`config.mk`:
```
export PLATFORM = sky130hd
export DESIGN_NAME = sarcs_top
export DESIGN_NICKNAME = d
export VERILOG_FILES = /design/src/common/sarcs_pkg.sv /design/src/sarcs_top.sv
export SDC_FILE = /design/constraint.sdc
export NUM_CORES = 2
export LEC_CHECK = 0
export BUFFER_PORTS_ARGS = -buffer_cell sky130_fd_sc_hd__clkbuf_2
export CAP_MARGIN = 30
export CORE_ASPECT_RATIO = 0.75
export CORE_MARGIN = 2
export CORE_UTILIZATION = 65
export DETAILED_ROUTE_END_ITERATION = 10
export GPL_TIMING_DRIVEN = 1
export PLACE_DENSITY = 0.85
export SLEW_MARGIN = 5
export SYNTH_ARGS = -nofsm -noshare
export SYNTH_HDL_FRONTEND = slang
export SYNTH_SLANG_ARGS = --single-unit
export TNS_END_PERCENT = 20
```
`constraint.sdc`:
```
create_clock -name REF_CLK_IN -period 19.3 [get_ports REF_CLK_IN]
set_input_delay 3.86 -clock REF_CLK_IN [delete_from_list [all_inputs] [get_ports REF_CLK_IN]]
set_output_delay 3.86 -clock REF_CLK_IN [all_outputs]
set_load 0.01 [all_outputs]
```
`src/common/sarcs_pkg.sv`:
```
// Package for the SAR conversion sequencer: constants, modes and carriers
package sarcs_pkg;
    // Core and result widths
    localparam int RAW_W           = 16;
    localparam int RES_W           = 19;
    localparam int CH_W            = 4;
    localparam int CMD_W           = 5;
    localparam int OSR_W           = 2;
    localparam int FIFO_DEPTH      = 32;
    // Clock and timing
    localparam int CLK_MHZ         = 40;
    localparam int CONV_TIME_NS    = 400;
    localparam int CONV_CYCLES     = 16;
    localparam int ACQ_TIME_NS     = 250;
    localparam int ACQ_CYCLES      = (ACQ_TIME_NS * CLK_MHZ + 999) / 1000;
    localparam int HIZ_DELAY_NS    = 100;
    localparam int HIZ_CYCLES      = (HIZ_DELAY_NS * CLK_MHZ + 999) / 1000;
    localparam int CNT_W           = 5;
    // Oversampling ratio codes: 1, 4, 16, 64
    localparam logic [1:0] OSR_1   = 2'h0;
    localparam logic [1:0] OSR_4   = 2'h1;
    localparam logic [1:0] OSR_16  = 2'h2;
    localparam logic [1:0] OSR_64  = 2'h3;
    // Reset values
    localparam logic [RAW_W-1:0] GAIN_UNITY  = 16'h8000;
    localparam logic [RES_W-1:0] RES_RESET   = 19'h00000;

    // Channel sequencing modes
    typedef enum logic [1:0] {
        SARCS_SEQ_TWO_CYCLE,
        SARCS_SEQ_SINGLE_CYCLE,
        SARCS_SEQ_STANDARD,
        SARCS_SEQ_ADVANCED
    } sarcs_seq_type;

    // Per-channel configuration
    typedef struct packed {
        logic [1:0]        oversample_ratio;
        logic              bipolar;
        logic [RAW_W-1:0]  offset;
        logic [RAW_W-1:0]  gain;
    } sarcs_chcfg_type;

    // Result word pushed into the output buffer
    typedef struct packed {
        logic [CH_W-1:0]   channel;
        logic [1:0]        oversample_ratio;
        logic [RES_W-1:0]  code;
    } sarcs_result_type;

    localparam int RESULT_W = CH_W + 2 + RES_W;
endpackage

```
`src/sarcs_top.sv`:
```
// SAR conversion sequencer with result formatting and output FIFO
`timescale 1ns/1ps

////////////////////////////////////////////////////////////////////////////////
// Result FIFO
module sarcs_fifo #(
    parameter int WIDTH = 8,
    parameter int DEPTH = 32
) (
    input  wire logic             clk_in,
    input  wire logic             rst_b_in,
    input  wire logic [WIDTH-1:0] wr_data_in,
    input  wire logic             wr_valid_in,
    output logic                  wr_ready_out,
    output logic [WIDTH-1:0]      rd_data_out,
    output logic                  rd_valid_out,
    input  wire logic             rd_ready_in
);
    localparam int AW = $clog2(DEPTH);
    logic [WIDTH-1:0] mem [DEPTH];
    logic [AW:0]      wr_ptr_reg, wr_ptr_next;
    logic [AW:0]      rd_ptr_reg, rd_ptr_next;
    logic             full, empty, do_wr, do_rd;

    // Pointer arithmetic and flags
    always_comb begin
        full        = (wr_ptr_reg[AW] != rd_ptr_reg[AW]) &&
                      (wr_ptr_reg[AW-1:0] == rd_ptr_reg[AW-1:0]);
        empty       = (wr_ptr_reg == rd_ptr_reg);
        do_wr       = wr_valid_in && !full;
        do_rd       = rd_ready_in && !empty;
        wr_ptr_next = do_wr ? wr_ptr_reg + 1'b1 : wr_ptr_reg;
        rd_ptr_next = do_rd ? rd_ptr_reg + 1'b1 : rd_ptr_reg;
    end

    // Pointer registers
    always_ff @(posedge clk_in) begin
        if (!rst_b_in) begin
            wr_ptr_reg <= '0;
            rd_ptr_reg <= '0;
        end else begin
            wr_ptr_reg <= wr_ptr_next;
            rd_ptr_reg <= rd_ptr_next;
        end
    end

    // Storage
    always_ff @(posedge clk_in) begin
        if (do_wr) begin
            mem[wr_ptr_reg[AW-1:0]] <= wr_data_in;
        end
    end

    assign wr_ready_out = !full;
    assign rd_valid_out = !empty;
    assign rd_data_out  = mem[rd_ptr_reg[AW-1:0]];
endmodule

////////////////////////////////////////////////////////////////////////////////
// Notes on behaviour
// Mux selection changes at most once per conversion
// Configuration mode holds core in acquisition
// Rising convert_start starts conversion in conversion mode
// Sampling switches open first, acquisition ends
// Sixteen MSB-first binary weighted trials, decisions recorded
// Conversion ends after all trials, code ready
// One 16-bit raw code per conversion
// Average ratio consecutive codes when ratio above one
// Busy high during conversion phase when enabled
// Internal logic schedules next acquisition start
// Single-cycle mode waits for channel command
// High-impedance mode delays input switch closing
// Core runs on internal clock, no serial clock
// Average, then offset, then gain, then readout
// Result width 16 to 19 bits by ratio
// Unipolar straight binary, pseudobipolar twos complement
// Per-channel offset and gain correction applied
// Ratio one codes span 0x8000 midscale
// Ratio four codes 17 bits, midscale 0x10000
// Ratio sixteen codes 18 bits, midscale 0x20000
// Ratio sixty-four codes 19 bits, midscale 0x40000
// Sum codes, shift by half log2 ratio
// Accumulator clears per result or channel change
module sarcs_top
    import sarcs_pkg::*;
(
    // Clock and reset
    input  wire logic                REF_CLK_IN,
    input  wire logic                RST_B_IN,
    // Host control pins
    input  wire logic                CONVERT_START_IN,
    input  wire logic                CONV_MODE_IN,
    input  wire logic                BUSY_EN_IN,
    input  wire logic                HIZ_EN_IN,
    input  wire sarcs_seq_type       SEQ_MODE_IN,
    // Channel command and sequencer channel
    input  wire logic                CMD_VALID_IN,
    input  wire logic [CMD_W-1:0]    CMD_CHANNEL_IN,
    input  wire logic [CH_W-1:0]     SEQ_CHANNEL_IN,
    input  wire sarcs_chcfg_type     CH_CFG_IN,
    // Comparator decision from the analog core
    input  wire logic                COMPARATOR_IN,
    // Core switch controls
    output logic                     ARRAY_GROUND_SWITCH_POS_OUT,
    output logic                     ARRAY_GROUND_SWITCH_NEG_OUT,
    output logic                     MUX_SWITCH_POS_OUT,
    output logic                     MUX_SWITCH_NEG_OUT,
    output logic [RAW_W-1:0]         DAC_TRIAL_OUT,
    output logic [CH_W-1:0]          MUX_CHANNEL_OUT,
    output logic                     BUSY_OUT,
    // Result stream
    output sarcs_result_type         RESULT_OUT,
    output logic                     RESULT_VALID_OUT,
    input  wire logic                RESULT_READY_IN
);
    typedef enum logic [1:0] {ST_WAIT_CMD, ST_ACQ, ST_CONV, ST_POST} sarcs_state_type;

    // Synchroniser for the convert-start pin only
    logic [1:0] cnv_sync_reg;
    logic       cnv_last_reg;
    logic       cnv_rise;

    // Sequencer state
    sarcs_state_type   state_reg, state_next;
    logic [CNT_W-1:0]  cnt_reg, cnt_next;
    logic [RAW_W-1:0]  sar_reg, sar_next;
    logic [RAW_W-1:0]  trial_reg, trial_next;
    logic [RAW_W-1:0]  dac_reg, dac_next;
    logic [CH_W-1:0]   ch_reg, ch_next;
    logic [CH_W-1:0]   acc_ch_reg, acc_ch_next;
    logic              gnd_sw_reg, gnd_sw_next;
    logic              mux_sw_reg, mux_sw_next;
    logic              busy_reg, busy_next;
    logic              raw_vld_reg, raw_vld_next;
    logic [RAW_W-1:0]  raw_reg, raw_next;
    logic [RAW_W+5:0]  acc_reg, acc_next;
    logic [6:0]        nsamp_reg, nsamp_next;
    logic              avg_vld_reg, avg_vld_next;
    logic [RES_W-1:0]  avg_reg, avg_next;
    sarcs_chcfg_type   cfg_reg, cfg_next;
    sarcs_result_type  res_reg, res_next;
    logic              res_vld_reg, res_vld_next;
    logic              fifo_ready;

    // Helpers for result correction
    logic [6:0]        ratio;
    logic [1:0]        shift;
    logic [RAW_W+5:0]  acc_sum;
    logic signed [RES_W+1:0]  offs_val;
    logic signed [RES_W+RAW_W+2:0] prod;
    logic [RES_W-1:0]  topbit;

    ////////////////////////////////////////////////////////////////////////////
    // Two-flop synchroniser and edge detect on convert start
    always_ff @(posedge REF_CLK_IN) begin
        if (!RST_B_IN) begin
            cnv_sync_reg  <= 2'h0;
            cnv_last_reg  <= 1'b0;
        end else begin
            cnv_sync_reg  <= {cnv_sync_reg[0], CONVERT_START_IN};
            cnv_last_reg  <= cnv_sync_reg[1];
        end
    end
    assign cnv_rise = cnv_sync_reg[1] && !cnv_last_reg;

    ////////////////////////////////////////////////////////////////////////////
    // Conversion sequencer next state, timed by the block clock only
    always_comb begin
        state_next   = state_reg;
        cnt_next     = cnt_reg;
        sar_next     = sar_reg;
        trial_next   = trial_reg;
        ch_next      = ch_reg;
        gnd_sw_next  = gnd_sw_reg;
        mux_sw_next  = mux_sw_reg;
        busy_next    = busy_reg;
        raw_vld_next = 1'b0;
        raw_next     = raw_reg;
        case (state_reg)
            ST_WAIT_CMD: begin
                // Switches stay open until the channel command arrives
                if (CMD_VALID_IN) begin
                    ch_next     = CMD_CHANNEL_IN[CH_W-1:0];
                    state_next  = ST_ACQ;
                    gnd_sw_next = 1'b1;
                    mux_sw_next = !HIZ_EN_IN;
                    cnt_next    = '0;
                end
            end
            ST_ACQ: begin
                if (cnt_reg != CNT_W'(HIZ_CYCLES)) begin
                    cnt_next = cnt_reg + 1'b1;
                end
                if (cnt_reg == CNT_W'(HIZ_CYCLES - 1)) begin
                    mux_sw_next = 1'b1;
                end
                // Only conversion mode lets a rising edge start
                if (cnv_rise && CONV_MODE_IN) begin
                    state_next  = ST_CONV;
                    gnd_sw_next = 1'b0;
                    mux_sw_next = 1'b0;
                    busy_next   = BUSY_EN_IN;
                    sar_next    = '0;
                    trial_next  = GAIN_UNITY; // MSB weight first
                    cnt_next    = '0;
                end
            end
            ST_CONV: begin
                // Comparator is latched on the core clock, so it is read directly
                if (COMPARATOR_IN) begin
                    sar_next = sar_reg | trial_reg;
                end
                trial_next = trial_reg >> 1;
                cnt_next   = cnt_reg + 1'b1;
                if (cnt_reg == CNT_W'(CONV_CYCLES - 1)) begin
                    raw_next     = COMPARATOR_IN ? (sar_reg | trial_reg) : sar_reg;
                    raw_vld_next = 1'b1;
                    state_next   = ST_POST;
                end
            end
            ST_POST: begin
                busy_next = 1'b0;
                // Next acquisition scheduled internally or by command
                if (SEQ_MODE_IN == SARCS_SEQ_SINGLE_CYCLE) begin
                    state_next = ST_WAIT_CMD;
                end else begin
                    ch_next     = SEQ_CHANNEL_IN;
                    state_next  = ST_ACQ;
                    gnd_sw_next = 1'b1;
                    mux_sw_next = !HIZ_EN_IN;
                    cnt_next    = '0;
                end
            end
            default: state_next = ST_ACQ;
        endcase
        dac_next = sar_next | trial_next; // Code under trial, held in a register
    end

    // Sequencer registers
    always_ff @(posedge REF_CLK_IN) begin
        if (!RST_B_IN) begin
            state_reg   <= ST_ACQ;
            cnt_reg     <= '0;
            sar_reg     <= '0;
            trial_reg   <= '0;
            dac_reg     <= '0;
            ch_reg      <= '0;
            gnd_sw_reg  <= 1'b1;
            mux_sw_reg  <= 1'b1;
            busy_reg    <= 1'b0;
            raw_vld_reg <= 1'b0;
            raw_reg     <= '0;
        end else begin
            state_reg   <= state_next;
            cnt_reg     <= cnt_next;
            sar_reg     <= sar_next;
            trial_reg   <= trial_next;
            dac_reg     <= dac_next;
            ch_reg      <= ch_next;
            gnd_sw_reg  <= gnd_sw_next;
            mux_sw_reg  <= mux_sw_next;
            busy_reg    <= busy_next;
            raw_vld_reg <= raw_vld_next;
            raw_reg     <= raw_next;
        end
    end

    ////////////////////////////////////////////////////////////////////////////
    // Averaging and correction next values
    always_comb begin
        ratio        = 7'h01 << {cfg_reg.oversample_ratio, 1'b0};
        shift        = cfg_reg.oversample_ratio;
        acc_ch_next  = acc_ch_reg;
        cfg_next     = cfg_reg;
        acc_next     = acc_reg;
        nsamp_next   = nsamp_reg;
        avg_vld_next = 1'b0;
        avg_next     = avg_reg;
        acc_sum      = acc_reg + {6'h00, raw_reg};
        if (raw_vld_reg) begin
            // Channel change restarts the average
            if (ch_reg != acc_ch_reg || nsamp_reg == 7'h00) begin
                acc_ch_next = ch_reg;
                cfg_next    = CH_CFG_IN;
                acc_sum     = {6'h00, raw_reg};
                ratio       = 7'h01 << {CH_CFG_IN.oversample_ratio, 1'b0};
                shift       = CH_CFG_IN.oversample_ratio;
                nsamp_next  = 7'h01;
            end else begin
                nsamp_next  = nsamp_reg + 1'b1;
            end
            acc_next = acc_sum;
            if (nsamp_next == ratio) begin
                // Sum shifted by half log2 ratio
                avg_next     = RES_W'(acc_sum >> shift);
                avg_vld_next = 1'b1;
                nsamp_next   = 7'h00;
                acc_next     = '0;
            end
        end
    end

    // Offset, gain and code format
    always_comb begin
        topbit   = RES_W'(19'h08000 << cfg_reg.oversample_ratio);
        // Offset in raw-code units scaled to the result width
        offs_val = $signed({1'b0, 1'b0, avg_reg}) +
                   ($signed({{(RES_W-RAW_W+2){cfg_reg.offset[RAW_W-1]}}, cfg_reg.offset})
                    <<< cfg_reg.oversample_ratio);
        if (offs_val < 0) begin
            offs_val = '0;
        end
        // Gain 0x8000 is unity
        prod     = (offs_val * $signed({1'b0, cfg_reg.gain})) >>> (RAW_W - 1);
        res_next.code = (prod > $signed({3'h0, topbit, 1'b0}) - 1) ?
                        RES_W'({topbit, 1'b0} - 1'b1) : RES_W'(prod);
        // Pseudobipolar flips the top result bit
        if (cfg_reg.bipolar) begin
            res_next.code = res_next.code ^ topbit;
        end
        res_next.channel = acc_ch_reg;
        res_next.oversample_ratio     = cfg_reg.oversample_ratio;
        res_vld_next     = avg_vld_reg;
    end

    // Result path registers
    always_ff @(posedge REF_CLK_IN) begin
        if (!RST_B_IN) begin
            acc_ch_reg  <= '0;
            cfg_reg     <= '{oversample_ratio: OSR_1, bipolar: 1'b0, offset: '0, gain: GAIN_UNITY};
            acc_reg     <= '0;
            nsamp_reg   <= '0;
            avg_vld_reg <= 1'b0;
            avg_reg     <= RES_RESET;
            res_reg     <= '0;
            res_vld_reg <= 1'b0;
        end else begin
            acc_ch_reg  <= acc_ch_next;
            cfg_reg     <= cfg_next;
            acc_reg     <= acc_next;
            nsamp_reg   <= nsamp_next;
            avg_vld_reg <= avg_vld_next;
            avg_reg     <= avg_next;
            res_reg     <= res_next;
            res_vld_reg <= res_vld_next;
        end
    end

    ////////////////////////////////////////////////////////////////////////////
    // Output buffer toward readout
    sarcs_fifo #(.WIDTH(RESULT_W), .DEPTH(FIFO_DEPTH)) u_fifo (
        .clk_in       (REF_CLK_IN),
        .rst_b_in     (RST_B_IN),
        .wr_data_in   (res_reg),
        .wr_valid_in  (res_vld_reg),
        .wr_ready_out (fifo_ready),
        .rd_data_out  (RESULT_OUT),
        .rd_valid_out (RESULT_VALID_OUT),
        .rd_ready_in  (RESULT_READY_IN)
    );

    // Registered core controls
    assign ARRAY_GROUND_SWITCH_POS_OUT = gnd_sw_reg;
    assign ARRAY_GROUND_SWITCH_NEG_OUT = gnd_sw_reg;
    assign MUX_SWITCH_POS_OUT          = mux_sw_reg;
    assign MUX_SWITCH_NEG_OUT          = mux_sw_reg;
    assign DAC_TRIAL_OUT               = dac_reg;
    assign MUX_CHANNEL_OUT             = ch_reg;
    assign BUSY_OUT                    = busy_reg;
endmodule

```
==> results_dict.tcl <==
set metrics [dict create \
    synthTopCellsByArea "edfxtp_1, mux4_2, fa_1" \
    dieArea_sq_mm 0.08230 \
    finalSetupViolCount 0 \
    grt_pass1_wl_um 201800 \
    drtAntennaViolNets 0 \
    synth-async-reset-ratio_pct 0 \
    vdd.ir_drop.worst_mv 0.07008 \
    hold_path.class "reg -> reg" \
    layout_commonest_cell "edfxtp_1" \
    fin_setup_tns_ns 0 \
    vias_per_cell 6.536 \
    h-tree-depth 3 \
    rsz0062_at_grt "false" \
    crit_top_cell "fa_1" \
    worst_pin_slew_ns 1.097 \
    syn_inst 3690 \
    cts.sink_count 1013 \
    yosys.area.top_type "edfxtp_1" \
    synth.yosys.seq_area_share_pct 54.40 \
    cts_made_buffers 90 \
    max_stage_delay_ns 0.77 \
    core-area_sq_mm 0.07895 \
    ys_ff_latch 1013 \
    regToRegEndpoint "res_reg[18]$_SDFF_PN0_" \
    hold_viol 0 \
    yosys.cell_types.count 93 \
    reg2reg_slack_ns 6.46 \
    track_usage_pct 33.15 \
    setup.worst_path.start_class "flip-flop" \
    cts_tree "done" \
    antenna_found_initial 7 \
    rows 89 \
    avgRoutedWirePerCell_um 27.35 \
    nFillCells 4678 \
    synth_flop_cell "edfxtp_1" \
    layout_common_cells "edfxtp_1, inv_1, nand2_1, mux4_2, fa_1" \
    cts_resized 0 \
    die_y_um 248.9 \
    io_pins 106 \
    clock_path_buffers 3 \
    dpl_cell_area_sq_mm 0.05391 \
    root_buffer "clkbuf_16" \
    post_cts.repair.setup_buffers 0 \
    endpoint "res_reg[18]$_SDFF_PN0_" \
    worstReg2RegStart "cfg_reg[33]$_SDFFE_PN0P_" \
    syn_area_per_cell_sq_um 14.09 \
    crit_path_top_delay_cell "nor2_2" \
    grt_overflow_total 0 \
    finalMaxSlewViolations 0 \
    finClkSkew_ns 0.04809 \
    drc 0 \
    largest_register_ffs 800 \
    synth_edf_count 800 \
    area_growth_pct 10.37 \
    final_layout_size_suffix_gt1_share_pct 18.71 \
    die_width_um 330.6 \
    first_pass_iters 8 \
    fin_crit_ns 12.84 \
    port_buffers 104 \
    worst_setup_path_end_kind "flip-flop" \
    dpl.hpwl_um 76700 \
    power_leakage_uw 0.02112 \
    worstPathRequired_ns 19.82 \
    fin_crit_sh_pct 66.50 \
    timing.fmax_ghz 0.07791 \
    ys_warn_count 0 \
    gp_congestion 0.8740 \
    dr.first_iter.drc_count 4022 \
    critical_path_class "reg -> reg" \
    post-synth-top-area-fraction_pct 46.20 \
    clkLatencyLatePin_ns 0.68 \
    final_nets 4272 \
    via_count 32041 \
    path_max_fanout 34 \
    cts_hold_buf 0 \
    grt_max_degree 90 \
    worstPathArrival_ns 13.36 \
    grt_pass1_vias 32208 \
    status "finished, final reports clean" \
    r2r_cells 49 \
    power.density_mw_per_mm2 75.63 \
    synthesis.nets 4183 \
    maxCapViolCount 0 \
    crit_start "cfg_reg[33]$_SDFFE_PN0P_" \
    postLayoutCellArea_sq_mm 0.05739 \
    max_slew_margin_pct 26.78 \
    clk_pin_slew_ns 0.07 \
    syn_area_sq_mm 0.05200 \
    routed_wl_um 134100 \
    start_util_pct 65.86 \
]
==> through the flow <==
stage	instances	setup slack (ns)	hold WS, ns	util [%]	total power [uW]
after floorplan	3690	7.825	0.4119	-	2460
after global placement	4710	6.853	0.4157	68.12	2487
after detailed placement	4715	6.627	0.4281	68.28	2492
after CTS	4881	6.536	0.4439	72.18	4345
after global routing	4900	5.604	0.4584	72.69	4433
final	4902	6.465	0.4405	72.69	4340
==> layer usage <==
| metal | up-vias | wire length, um | track usage (%) |
|---|---|---|---|
| met5 | - | 41 | 0 |
| met4 | 6 | 5260 | 11.36 |
| met3 | 369 | 14160 | 6.538 |
| met2 | 2169 | 64680 | 53.07 |
| met1 | 16045 | 49940 | 45.96 |
| li1 | 13452 | - | - |
==> how the worst min path moves through the flow <==
stage	from	to	depth (start not counted)
6_report	cnv_sync_reg[0]$_SDFF_PN0_	cnv_sync_reg[1]$_SDFF_PN0_	1
5_1_grt	avg_vld_reg$_SDFF_PN0_	res_vld_reg$_SDFF_PN0_	1
3_5_place_dp	cnv_sync_reg[0]$_SDFF_PN0_	cnv_sync_reg[1]$_SDFF_PN0_	1
3_3_place_gp	cnv_sync_reg[0]$_SDFF_PN0_	cnv_sync_reg[1]$_SDFF_PN0_	1
4_1_cts	cnv_sync_reg[0]$_SDFF_PN0_	cnv_sync_reg[1]$_SDFF_PN0_	1
2_1_floorplan	cnv_sync_reg[0]$_SDFF_PN0_	cnv_sync_reg[1]$_SDFF_PN0_	1
==> where the power goes <==
group	leakage, uW	internal, uW	switching (uW)
Combinational	0.0106	36.7	78.7
Clock	0.00150	1040	847
Sequential	0.00906	2330	10.4
==> cell type report <==
type / count / area (sq um) / share of cell area (%)
sequential: 1013 / 28300 / 49.31
multi-input combinational: 2130 / 21840 / 38.06
tap: 1046 / 1309 / 2.280
clock buffer: 119 / 2477 / 4.317
timing repair buffer: 191 / 1529 / 2.664
antenna: 3 / 7.507 / 0.01308
clock inverter: 47 / 599.3 / 1.044
inverter: 353 / 1326 / 2.311
==> critical path: cells and delay by family (launching register included) <==
kind | cells | cell delay (ns)
xor+xnor | 1 | 0.10
buf+inv | 7 | 0.97
compound gates | 16 | 3.42
fa+ha+maj | 9 | 3.77
simple gates | 16 | 4.05
flops | 1 | 0.32
==> cells by family after synthesis <==
group           synth area share, %
flops                         54.40
simple gates                  7.885
buf+inv                       4.069
fa+ha+maj                     14.18
compound gates                5.484
mux                           12.76
xor+xnor                      1.230
==> cell usage after synthesis (4+ instances only) <==
cell type,n
ha_1,186
and2_1,162
a21boi_0,34
o21a_1,14
clkbuf_1,135
o31ai_1,10
a21o_1,20
a211oi_1,12
nand3_1,18
nor3b_1,5
nor3_2,5
o21ai_0,58
a21oi_1,148
nand2_1,333
or3_1,9
nand4_1,9
a22oi_1,35
nor2_1,206
xnor2_1,40
mux4_2,263
buf_1,30
inv_1,353
fa_1,252
o211ai_1,9
buf_2,23
and3_1,16
nor3_1,26
or2_2,9
a31oi_1,9
edfxtp_1,800
o21ai_1,11
dfxtp_1,213
mux2i_1,36
a211o_1,4
nand2b_1,12
nand3b_1,9
nor2b_1,18
a21oi_2,4
mux2_2,31
a211oi_2,4
o21bai_1,4
xor2_1,33
Note: power is estimated with default switching activity, not from simulation.
